[src/rtl/awu_map.vh]
// register offsets, field positions and timing counts of the wakeup block
`ifndef AWU_MAP_VH
`define AWU_MAP_VH
`define AWU_OFF_PORTA     12'h000
`define AWU_OFF_KBSC      12'h004
`define AWU_OFF_KBIE      12'h008
`define AWU_OFF_OPT1      12'h00c
`define AWU_OFF_OPT2      12'h010
`define AWU_OFF_ISTAT     12'h014
`define AWU_OFF_IEN       12'h018
`define AWU_OFF_ICLR      12'h01c
`define AWU_BIT_LATCH     6
`define AWU_BIT_FLAG      3
`define AWU_BIT_ACK       2
`define AWU_BIT_MASK      1
`define AWU_BIT_WIE       6
`define AWU_BIT_PSEL      7
`define AWU_BIT_OSCKEEP   4
`define AWU_SHORT_CNT     512
`define AWU_LONG_CNT      16384
`define AWU_RESP_OKAY     2'b00
`define AWU_RESP_SLVERR   2'b10
`endif

[src/rtl/awu_counter.v]
// wakeup period counter with clock source select and overflow pulse
`timescale 1ns/100ps
`include "awu_map.vh"
module awu_counter #(
    parameter SHORT_CNT = `AWU_SHORT_CNT,
    parameter LONG_CNT  = `AWU_LONG_CNT
) (
    input  wire        ref_clk,
    input  wire        srst,
    input  wire        runEn,
    input  wire        oscKeepInStop,
    input  wire        periodSelect,
    input  wire        rcTick,
    input  wire        busX2Tick,
    output reg         overflow
);
    // terminal values kept at counter width so no silent truncation
    localparam [14:0] SHORT_LAST = SHORT_CNT - 1;
    localparam [14:0] LONG_LAST  = LONG_CNT - 1;

    reg  [14:0] count_r;
    wire        tick;
    wire [14:0] limit;

    // source pick: rc oscillator unless the bus clock is kept in stop
    assign tick  = oscKeepInStop ? busX2Tick : rcTick; // RULE5
    assign limit = periodSelect ? SHORT_LAST : LONG_LAST; // RULE8 RULE15

    // counter held at zero outside stop so every entry starts fresh
    always @(posedge ref_clk) begin
        if (srst || !runEn) begin
            count_r  <= 15'h0000; // RULE11 RULE13
            overflow <= 1'b0;
        end else begin
            overflow <= 1'b0;
            if (tick) begin
                if (count_r == limit) begin
                    count_r  <= 15'h0000;
                    overflow <= 1'b1; // RULE6
                end else begin
                    count_r <= count_r + 15'h0001;
                end
            end
        end
    end
endmodule // awu_counter

[src/rtl/awu_wakeup.v]
// stop-mode auto wakeup timer with keyboard interrupt sharing
`timescale 1ns/100ps
`include "awu_map.vh"
// Summary of operation
// RULE1: stop entry enables wakeup request generation
// RULE2: enable bit gates the wakeup interrupt input
// RULE3: request with enable set sets latch
// RULE4: latch reads at port A bit six
// RULE5: keep bit picks rc or doubled bus clock
// RULE6: counter overflow latches and forwards request
// RULE7: serviced only with enable, keyboard vector
// RULE8: select one short period, zero long
// RULE9: acknowledge or reset clears the latch
// RULE10: latch readback ignores the enable bit
// RULE11: counters idle in run mode
// RULE12: nothing happens in wait mode
// RULE13: counters restart from zero each stop
// RULE14: wake from stop only when unmasked
// RULE15: short 512, long 16384 source cycles
// RULE16: pending flag shows keyboard or wakeup request
// RULE17: acknowledge bit always reads zero
// RULE18: mask set blocks all keyboard requests; irq still rises on a key request through intStat_r bit1
// RULE19: request equals latch, enable, unmasked, plus keys
module awu_wakeup #(
    parameter SHORT_CNT = `AWU_SHORT_CNT,
    parameter LONG_CNT  = `AWU_LONG_CNT
) (
    input  wire        ref_clk,
    input  wire        srst,
    input  wire        stopMode,
    input  wire        waitMode,
    input  wire        rcOscPin,
    input  wire        busX2Tick,
    input  wire        keyRequest,
    output wire        kbdIrqReq,
    output wire        stopWake,
    output wire        irq,
    input  wire [11:0] s_axi_awaddr,
    input  wire        s_axi_awvalid,
    output wire        s_axi_awready,
    input  wire [31:0] s_axi_wdata,
    input  wire [3:0]  s_axi_wstrb,
    input  wire        s_axi_wvalid,
    output wire        s_axi_wready,
    output reg  [1:0]  s_axi_bresp,
    output reg         s_axi_bvalid,
    input  wire        s_axi_bready,
    input  wire [11:0] s_axi_araddr,
    input  wire        s_axi_arvalid,
    output wire        s_axi_arready,
    output reg  [31:0] s_axi_rdata,
    output reg  [1:0]  s_axi_rresp,
    output reg         s_axi_rvalid,
    input  wire        s_axi_rready
);
    reg         wakeupLatch_r;
    reg         irqMask_r;
    reg         wakeupIrqEnable_r;
    reg         periodSelect_r;
    reg         oscKeepInStop_r;
    reg         keyPend_r;
    reg  [1:0]  intStat_r;
    reg  [1:0]  intEn_r;
    reg  [2:0]  rcSync_r;
    reg         rcLevel_r;
    reg         awHeld_r;
    reg         wHeld_r;
    reg  [11:0] awAddr_r;
    reg  [31:0] wData_r;
    reg  [3:0]  wStrb_r;
    reg  [31:0] rdNxt;
    reg         rdOk;
    wire        runEn;
    wire        rcTick;
    wire        wakeupRequest;
    wire        wrFire;
    wire        wrOk;
    wire        ackWrite;
    wire        pendingFlag;
    wire [1:0]  events;

    // wakeup logic runs only in stop; wait mode keeps it parked
    assign runEn = stopMode && !waitMode; // RULE1 RULE11 RULE12

    // rc oscillator pin is asynchronous: three flops, edge once 2nd/3rd agree
    always @(posedge ref_clk) begin
        if (srst) begin
            rcSync_r  <= 3'h0;
            rcLevel_r <= 1'b0;
        end else begin
            rcSync_r <= {rcSync_r[1:0], rcOscPin};
            if (rcSync_r[1] == rcSync_r[2])
                rcLevel_r <= rcSync_r[2];
        end
    end
    assign rcTick = (rcSync_r[1] == rcSync_r[2]) && rcSync_r[2] && !rcLevel_r;

    awu_counter #(
        .SHORT_CNT     (SHORT_CNT),
        .LONG_CNT      (LONG_CNT)
    ) u_counter (
        .ref_clk       (ref_clk),
        .srst          (srst),
        .runEn         (runEn),
        .oscKeepInStop (oscKeepInStop_r),
        .periodSelect  (periodSelect_r),
        .rcTick        (rcTick),
        .busX2Tick     (busX2Tick),
        .overflow      (wakeupRequest)
    );

    // bus write: address and data caught in either order
    assign s_axi_awready = !awHeld_r && !s_axi_bvalid;
    assign s_axi_wready  = !wHeld_r && !s_axi_bvalid;
    assign wrFire   = awHeld_r && wHeld_r && !s_axi_bvalid;
    assign wrOk     = awAddr_r == `AWU_OFF_KBSC || awAddr_r == `AWU_OFF_KBIE
                   || awAddr_r == `AWU_OFF_OPT1 || awAddr_r == `AWU_OFF_OPT2
                   || awAddr_r == `AWU_OFF_IEN  || awAddr_r == `AWU_OFF_ICLR
                   || awAddr_r == `AWU_OFF_PORTA;
    assign ackWrite = wrFire && awAddr_r == `AWU_OFF_KBSC && wStrb_r[0]
                   && wData_r[`AWU_BIT_ACK];

    always @(posedge ref_clk) begin
        if (srst) begin
            awHeld_r     <= 1'b0;
            wHeld_r      <= 1'b0;
            awAddr_r     <= 12'h000;
            wData_r      <= 32'h00000000;
            wStrb_r      <= 4'h0;
            s_axi_bvalid <= 1'b0;
            s_axi_bresp  <= `AWU_RESP_OKAY;
        end else begin
            if (s_axi_awvalid && s_axi_awready) begin
                awHeld_r <= 1'b1;
                awAddr_r <= {s_axi_awaddr[11:2], 2'b00};
            end
            if (s_axi_wvalid && s_axi_wready) begin
                wHeld_r <= 1'b1;
                wData_r <= s_axi_wdata;
                wStrb_r <= s_axi_wstrb;
            end
            if (wrFire) begin
                awHeld_r     <= 1'b0;
                wHeld_r      <= 1'b0;
                s_axi_bvalid <= 1'b1;
                s_axi_bresp  <= wrOk ? `AWU_RESP_OKAY : `AWU_RESP_SLVERR;
            end else if (s_axi_bready) begin
                s_axi_bvalid <= 1'b0;
            end
        end
    end

    // software registers; port A bit six has no writable storage
    always @(posedge ref_clk) begin
        if (srst) begin
            irqMask_r         <= 1'b0;
            wakeupIrqEnable_r <= 1'b0;
            periodSelect_r    <= 1'b0;
            oscKeepInStop_r   <= 1'b0;
            intEn_r           <= 2'h0;
        end else if (wrFire && wStrb_r[0]) begin
            case (awAddr_r)
                `AWU_OFF_KBSC: irqMask_r <= wData_r[`AWU_BIT_MASK];
                `AWU_OFF_KBIE:
                    wakeupIrqEnable_r <= wData_r[`AWU_BIT_WIE]; // RULE2
                `AWU_OFF_OPT1: periodSelect_r <= wData_r[`AWU_BIT_PSEL];
                `AWU_OFF_OPT2: oscKeepInStop_r <= wData_r[`AWU_BIT_OSCKEEP];
                `AWU_OFF_IEN:  intEn_r <= wData_r[1:0];
                default: ;
            endcase
        end
    end

    // latch: set wins over a same-cycle acknowledge so no wakeup is lost
    always @(posedge ref_clk) begin
        if (srst) begin
            wakeupLatch_r <= 1'b0; // RULE9
        end else if (wakeupRequest && wakeupIrqEnable_r && runEn) begin
            wakeupLatch_r <= 1'b1; // RULE3 RULE6
        end else if (ackWrite) begin
            wakeupLatch_r <= 1'b0; // RULE9
        end
    end

    // keyboard pin request held until acknowledge, set wins again
    always @(posedge ref_clk) begin
        if (srst)
            keyPend_r <= 1'b0;
        else if (keyRequest)
            keyPend_r <= 1'b1;
        else if (ackWrite)
            keyPend_r <= 1'b0;
    end

    assign pendingFlag = keyPend_r || (wakeupLatch_r && wakeupIrqEnable_r);
    // shared keyboard vector request, masked as a whole
    assign kbdIrqReq = !irqMask_r
                    && (keyPend_r || (wakeupLatch_r && wakeupIrqEnable_r));
    // RULE7 RULE18 RULE19 (line above)
    assign stopWake = stopMode && kbdIrqReq; // RULE14

    // sticky status: bit0 wakeup latch set, bit1 keyboard pin request
    assign events = {keyRequest, wakeupRequest && wakeupIrqEnable_r && runEn};
    always @(posedge ref_clk) begin
        if (srst)
            intStat_r <= 2'h0;
        else if (wrFire && wStrb_r[0] && awAddr_r == `AWU_OFF_ICLR)
            intStat_r <= (intStat_r & ~wData_r[1:0]) | events;
        else
            intStat_r <= intStat_r | events;
    end
    assign irq = |(intStat_r & intEn_r);

    // read mux; clear register and unmapped words read zero
    always @* begin
        rdNxt = 32'h00000000;
        rdOk  = 1'b1;
        case ({s_axi_araddr[11:2], 2'b00})
            `AWU_OFF_PORTA: rdNxt[`AWU_BIT_LATCH] = wakeupLatch_r; // RULE4 RULE10
            `AWU_OFF_KBSC: begin
                rdNxt[`AWU_BIT_FLAG] = pendingFlag; // RULE16
                rdNxt[`AWU_BIT_MASK] = irqMask_r; // ack reads 0: RULE17
            end
            `AWU_OFF_KBIE:  rdNxt[`AWU_BIT_WIE] = wakeupIrqEnable_r;
            `AWU_OFF_OPT1:  rdNxt[`AWU_BIT_PSEL] = periodSelect_r;
            `AWU_OFF_OPT2:  rdNxt[`AWU_BIT_OSCKEEP] = oscKeepInStop_r;
            `AWU_OFF_ISTAT: rdNxt[1:0] = intStat_r;
            `AWU_OFF_IEN:   rdNxt[1:0] = intEn_r;
            `AWU_OFF_ICLR:  rdNxt = 32'h00000000;
            default:        rdOk = 1'b0;
        endcase
    end

    assign s_axi_arready = !s_axi_rvalid;
    always @(posedge ref_clk) begin
        if (srst) begin
            s_axi_rvalid <= 1'b0;
            s_axi_rdata  <= 32'h00000000;
            s_axi_rresp  <= `AWU_RESP_OKAY;
        end else if (s_axi_arvalid && s_axi_arready) begin
            s_axi_rvalid <= 1'b1;
            s_axi_rdata  <= rdNxt;
            s_axi_rresp  <= rdOk ? `AWU_RESP_OKAY : `AWU_RESP_SLVERR;
        end else if (s_axi_rready) begin
            s_axi_rvalid <= 1'b0;
        end
    end
endmodule // awu_wakeup

[config.mk]
export PLATFORM = sky130hd
export DESIGN_NAME = awu_wakeup
export DESIGN_NICKNAME = d
export VERILOG_FILES = /design/src/rtl/awu_counter.v /design/src/rtl/awu_wakeup.v
export VERILOG_INCLUDE_DIRS = /design/src /design/src/rtl
export SDC_FILE = /design/constraint.sdc
export NUM_CORES = 1
export LEC_CHECK = 0
export ABC_CLOCK_PERIOD_IN_PS = 3900
export CAP_MARGIN = 20
export CORE_MARGIN = 2
export CORE_UTILIZATION = 45
export CTS_BUF_LIST = sky130_fd_sc_hd__clkbuf_8
export CTS_CLUSTER_DIAMETER = 40
export DETAILED_ROUTE_END_ITERATION = 10
export DONT_BUFFER_PORTS = 1
export GPL_ROUTABILITY_DRIVEN = 0
export PLACE_DENSITY = 0.62
export SLEW_MARGIN = 20
export SYNTH_ARGS = -nofsm -noshare
export SYNTH_HDL_FRONTEND = slang
export SYNTH_SLANG_ARGS = --single-unit
[constraint.sdc]
create_clock -name ref_clk -period 3.9 [get_ports ref_clk]
set_input_delay 0.39 -clock ref_clk [delete_from_list [all_inputs] [get_ports ref_clk]]
set_output_delay 0.39 -clock ref_clk [all_outputs]
set_load 0.1 [all_outputs]
Yosys cells after proc, flatten, opt, wreduce, memory -nomap -nowiden
Cells that the tools add are included.
{ "word_totals": {"output_inout_bits": 44, "in_bits": 72, "reg_bits": 63, "wordCells": 116} }
{ "classes": {"n_eq_ne": 15, "addsub": 1, "bitwise": 6, "muxes": 21, "reduce_logical": 51} }
{ "op_table": {"columns": ["operator", "count"], "rows": [
  ["equality test 10 x 3 -> 1 bit (second input constant)", 7],
  ["equality test 10 x 2 -> 1 bit (second input constant)", 4],
  ["equality test 10 x 1 -> 1 bit (second input constant)", 2],
  ["logical AND 1 bit", 20],
  ["adder 15 x 1 -> 15 bit (second input constant)", 1],
  ["equality test 15 bit", 1],
  ["2-to-1 mux 15 bit", 1],
  ["2-to-1 mux 14 bit", 1],
  ["2-to-1 mux 1 bit", 13],
  ["zero test 12 bit", 1],
  ["zero test 10 bit", 1],
  ["AND reduction 2 bit", 5],
  ["zero test 1 bit", 8],
  ["logical OR 1 bit", 8],
  ["nonzero test 2 bit", 4],
  ["OR reduction 8 bit", 1],
  ["2-to-1 mux 2 bit", 3],
  ["OR reduction 2 bit", 3],
  ["AND 2 bit", 2],
  ["bitwise OR 2 bit", 2],
  ["case mux 1 bit (2 select lines)", 2],
  ["case mux 1 bit (3 select lines)", 1],
  ["NOT 2 bit", 1],
  ["equality test 1 bit", 1],
  ["NOT 1 bit", 1]
]} }

Logic depth before layout (Yosys ltp)
{ "logic_depth": {"word_depth": 8, "mapped_depth": 6, "mapped_depth_nobuf": 5} }

Modules after synthesis
Synthesis repeated with hierarchy kept, for this count alone.
{ "hier_totals": {"cells_unflattened": 315, "hier_area_um2": 2886.5} }
{ "modules_own_cells": {"columns": ["mod", "n_inst", "cells_per_inst", "area_per_inst_um2"], "rows": [
  ["awu_wakeup", 1, 228, 2128.3],
  ["awu_counter", 1, 87, 758.2]
]} }

Worst setup path after synthesis
No wires, ideal clock.
{ "synth_path": {"path_type": "register to output", "from": "register wakeupIrqEnable_r", "to": "output stopWake", "required_ns": 3.510, "arrival_time_ns": 2.609, "path_stages_with_launch": 4, "setup_slack_ns": 0.901, "path_buffers": 0, "cell_sequence": "dfxtp_1 > a21oi_1 > nor2_1 > and2_1"} }
{ "synth_via": {"elab_chain_cells": 4} }
{ "synth_rtl": {"columns": ["item", "line", "text"], "rows": [
  ["start: declaration", "awu_wakeup.v:58", "reg wakeupIrqEnable_r;"],
  ["start signal: assignment", "awu_wakeup.v:165", "wakeupIrqEnable_r <= wData_r[`AWU_BIT_WIE];"],
  ["logical AND 1 bit", "awu_wakeup.v:198", "&& (keyPend_r || (wakeupLatch_r && wakeupIrqEnable_r));"],
  ["logical OR 1 bit", "awu_wakeup.v:198", null],
  ["logical AND 1 bit", "awu_wakeup.v:198", null],
  ["net kbdIrqReq", "awu_wakeup.v:35", "output wire kbdIrqReq,"],
  ["logical AND 1 bit", "awu_wakeup.v:200", "assign stopWake = stopMode && kbdIrqReq;"],
  ["end: declaration", "awu_wakeup.v:36", "output wire stopWake,"]
]} }
The timed path passes the listed nets, and every way through them passes these cells.

Worst setup path after layout
Same ends and word-level chain as after synthesis.

==> flow_metrics.py <==
metrics = {
    "global_route": {
        "grt-ovfl-total": 0,
        "grt_max_degree": 45,
        "use_met1": 0.192,
        "grt_pass1_vias": 2017,
        "antenna_found_initial": 0,
        "gr-usage-met3": 0.0626,
        "busiest_layer": "met2",
        "track_usage": 0.166,
        "grtUsageMet2": 0.279,
        "grt_first_pass_wirelength_um": 9320,
    },
    "clock_network": {
        "cts_tree": "done",
        "cts_hold_buf": 0,
        "clock_path_buffers": 2,
        "cts_setup_buffers": 0,
        "clk_pin_slew_ns": 0.07,
        "cts_sinks": 59,
        "insertion_delay_ns": 0.34,
        "post_cts_resized": 0,
        "root_buffer": "clkbuf_8",
        "htree_levels": 3,
        "cts_buffers": 9,
    },
    "power": {
        "p_per_area_nw_per_um2": 483,
        "p_leak_nw": 1.08,
        "switching_share": 0.328,
        "pwr-share-clk": 0.388,
        "power_frac_seq": 0.453,
        "p_int_mw": 0.967,
        "switchingPower_mw": 0.473,
        "p_comb_frac": 0.160,
        "peakVddDrop_mv": 0.276,
    },
    "synthesis": {
        "yosysWarnings": 0,
        "syn_area_sq_um": 2810,
        "syn_area_per_cell_sq_um": 8.57,
        "synthArstFlopShare": 0,
        "synth-seq-cells": 59,
        "synthFlopType": "dfxtp_1",
        "netlist_instances": 328,
        "synth.distinct_cells": 50,
        "yosysSeqAreaShare": 0.420,
        "synth_edf_count": 0,
    },
    "cells_and_area": {
        "layout-drive-gt1-share": 0.0866,
        "layout_commonest_cell": "dfxtp_1",
        "nets": 404,
        "fill_cells": 593,
        "syn_to_final_growth_pct": 6.10,
        "layout_common_cells": "59 x dfxtp_1, 42 x nand2_1, 34 x nor2_1",
        "final_util": 0.498,
        "final_area_sq_um": 2980,
        "antenna_cells": 0,
    },
    "setup_path": {
        "crit_fanout": 4,
        "cp-end-kind": "output port",
        "path_class": "reg2out",
        "arrival_ns": 2.05,
        "start_kind": "register",
        "cp.required_ns": 3.51,
    },
    "placement": {
        "pre_cts_ws_ns": 1.71,
        "place_area_sq_um": 2780,
        "port_buffers": 0,
        "hpwl_um": 3930,
    },
    "die": {
        "start_util": 0.469,
        "fp-row-count": 28,
        "core_area_sq_um": 5990,
        "dieArea_sq_um": 6890,
        "fp.dieH_um": 83.0,
        "fp.dieW_um": 83.0,
        "boundaryPins": 116,
    },
    "sta": {
        "tns_ns": 0,
        "finalCritPeriodShare": 0.625,
        "slew_viol_final": 0,
        "rsz0062_at_grt": "false",
        "hold_viol": 0,
        "worst_pin_slew_ns": 1.06,
        "setup_viol": 0,
        "finalWorstSetupSlack_ns": 1.46,
        "fin_crit_ns": 2.44,
        "slew_headroom": 0.291,
        "finalClockSkew_ns": 0.00800,
        "whs_ns": 0.116,
        "fmax_mhz": 410,
    },
    "route": {
        "post_drt_wl_per_cell_um": 13.1,
        "vias": 2139,
        "dr.pass1.iters": 4,
        "drt_iter0_markers": 83,
        "via_per_inst": 5.22,
        "drc_errors": 0,
        "drt-total-wl_um": 5370,
        "ant_nets": 0,
    },
    "status": {
        "status": "finished, final reports clean",
    },
    "flow_run": {
        "max_cap_violations": 0,
    },
    "min_path": {
        "hold_class": "in2reg",
    },
}
==> worst max-delay path: stages, from the launching register on <==
cell     delay, ns
dfxtp_1       0.39
a21oi_1       0.11
nor2_2        0.09
buf_4         0.29
and2_1        0.82
==> kinds of logic (layout without fill, tap and decap cells) <==
group | after synthesis | in the layout | share of synthesized area
xor gates and xnor gates | 7 | 7 | 0.0218
and+or+nand+nor | 137 | 137 | 0.256
other | 1 | 28 | 0.00133
muxes | 15 | 15 | 0.0534
adders and majority gates | 2 | 2 | 0.00890
buffers and inverters | 47 | 27 | 0.103
AOI/OAI and AO/OA | 60 | 60 | 0.135
DFF | 59 | 59 | 0.420
==> area by class of cell <==
type	count	area, sq um	area share
multi-input combinational	249	1450	0.486
sequential	59	1180	0.396
clock buffer	10	138	0.0462
tap	75	93.8	0.0315
clock inverter	6	65.1	0.0218
timing repair buffer	4	30.0	0.0101
inverter	7	26.3	0.00881
==> synth_stat cells (all sizes together), types with 3 or more instances <==
library cell,instances,area share
and2,5,0.011
nand2b,4,0.0089
nand3,7,0.012
nand4,7,0.016
nor2b,5,0.011
xnor2,7,0.022
a21o,3,0.011
or3,3,0.0067
a21oi,32,0.057
or4,3,0.0080
nor4,3,0.0089
dfxtp,59,0.42
inv,7,0.0094
mux2i,15,0.053
o21ai,9,0.016
nor2,37,0.049
clkbuf,10,0.014
nand2,42,0.056
nand4b,5,0.016
a211oi,3,0.0080
buf,30,0.080
==> registers in the layout, indices dropped and copies added (netlist names), 2 cells and up <==
name / cells
awAddr_r: 10
wData_r: 6
u_counter.count_r: 15
rcSync_r: 3
intEn_r: 2
intStat_r: 2
s_axi_rdata: 6
==> power groups by stage <==
stage	clock, mW	combinational (mW)	sequential [mW]
2_1_floorplan	0	0.239	0.666
3_3_place_gp	0	0.228	0.666
3_5_place_dp	0	0.230	0.666
4_1_cts	0.579	0.230	0.652
5_1_grt	0.607	0.242	0.655
6_report	0.558	0.230	0.652
==> per-stage QoR <==
stage	cells	power [mW]
5_1_grt	410	1.50
4_1_cts	410	1.46
3_5_place_dp	394	0.896
6_report	410	1.44
3_3_place_gp	394	0.894
2_1_floorplan	355	0.905
==> metal layers <==
metal,part of all wire,vias up,wire length [um]
met2,0.50,39,2690
met5,0,-,0
met1,0.43,1003,2330
met4,0.0078,0,42
met3,0.057,4,304
li1,-,1093,-
==> path summary, 6_finish.rpt <==
check / end / slack [ns] / cells past startpoint / from
max: stopWake / 1.46 / 4 / wakeupIrqEnable_r
min: rcSync_r[1] / 0.12 / 1 / srst
max reg2reg: u_counter.count_r[3] / 1.70 / 5 / u_counter.count_r[0]
min reg2reg: rcSync_r[1] / 0.44 / 1 / rcSync_r[0]
(Power assumes the default switching activity.)
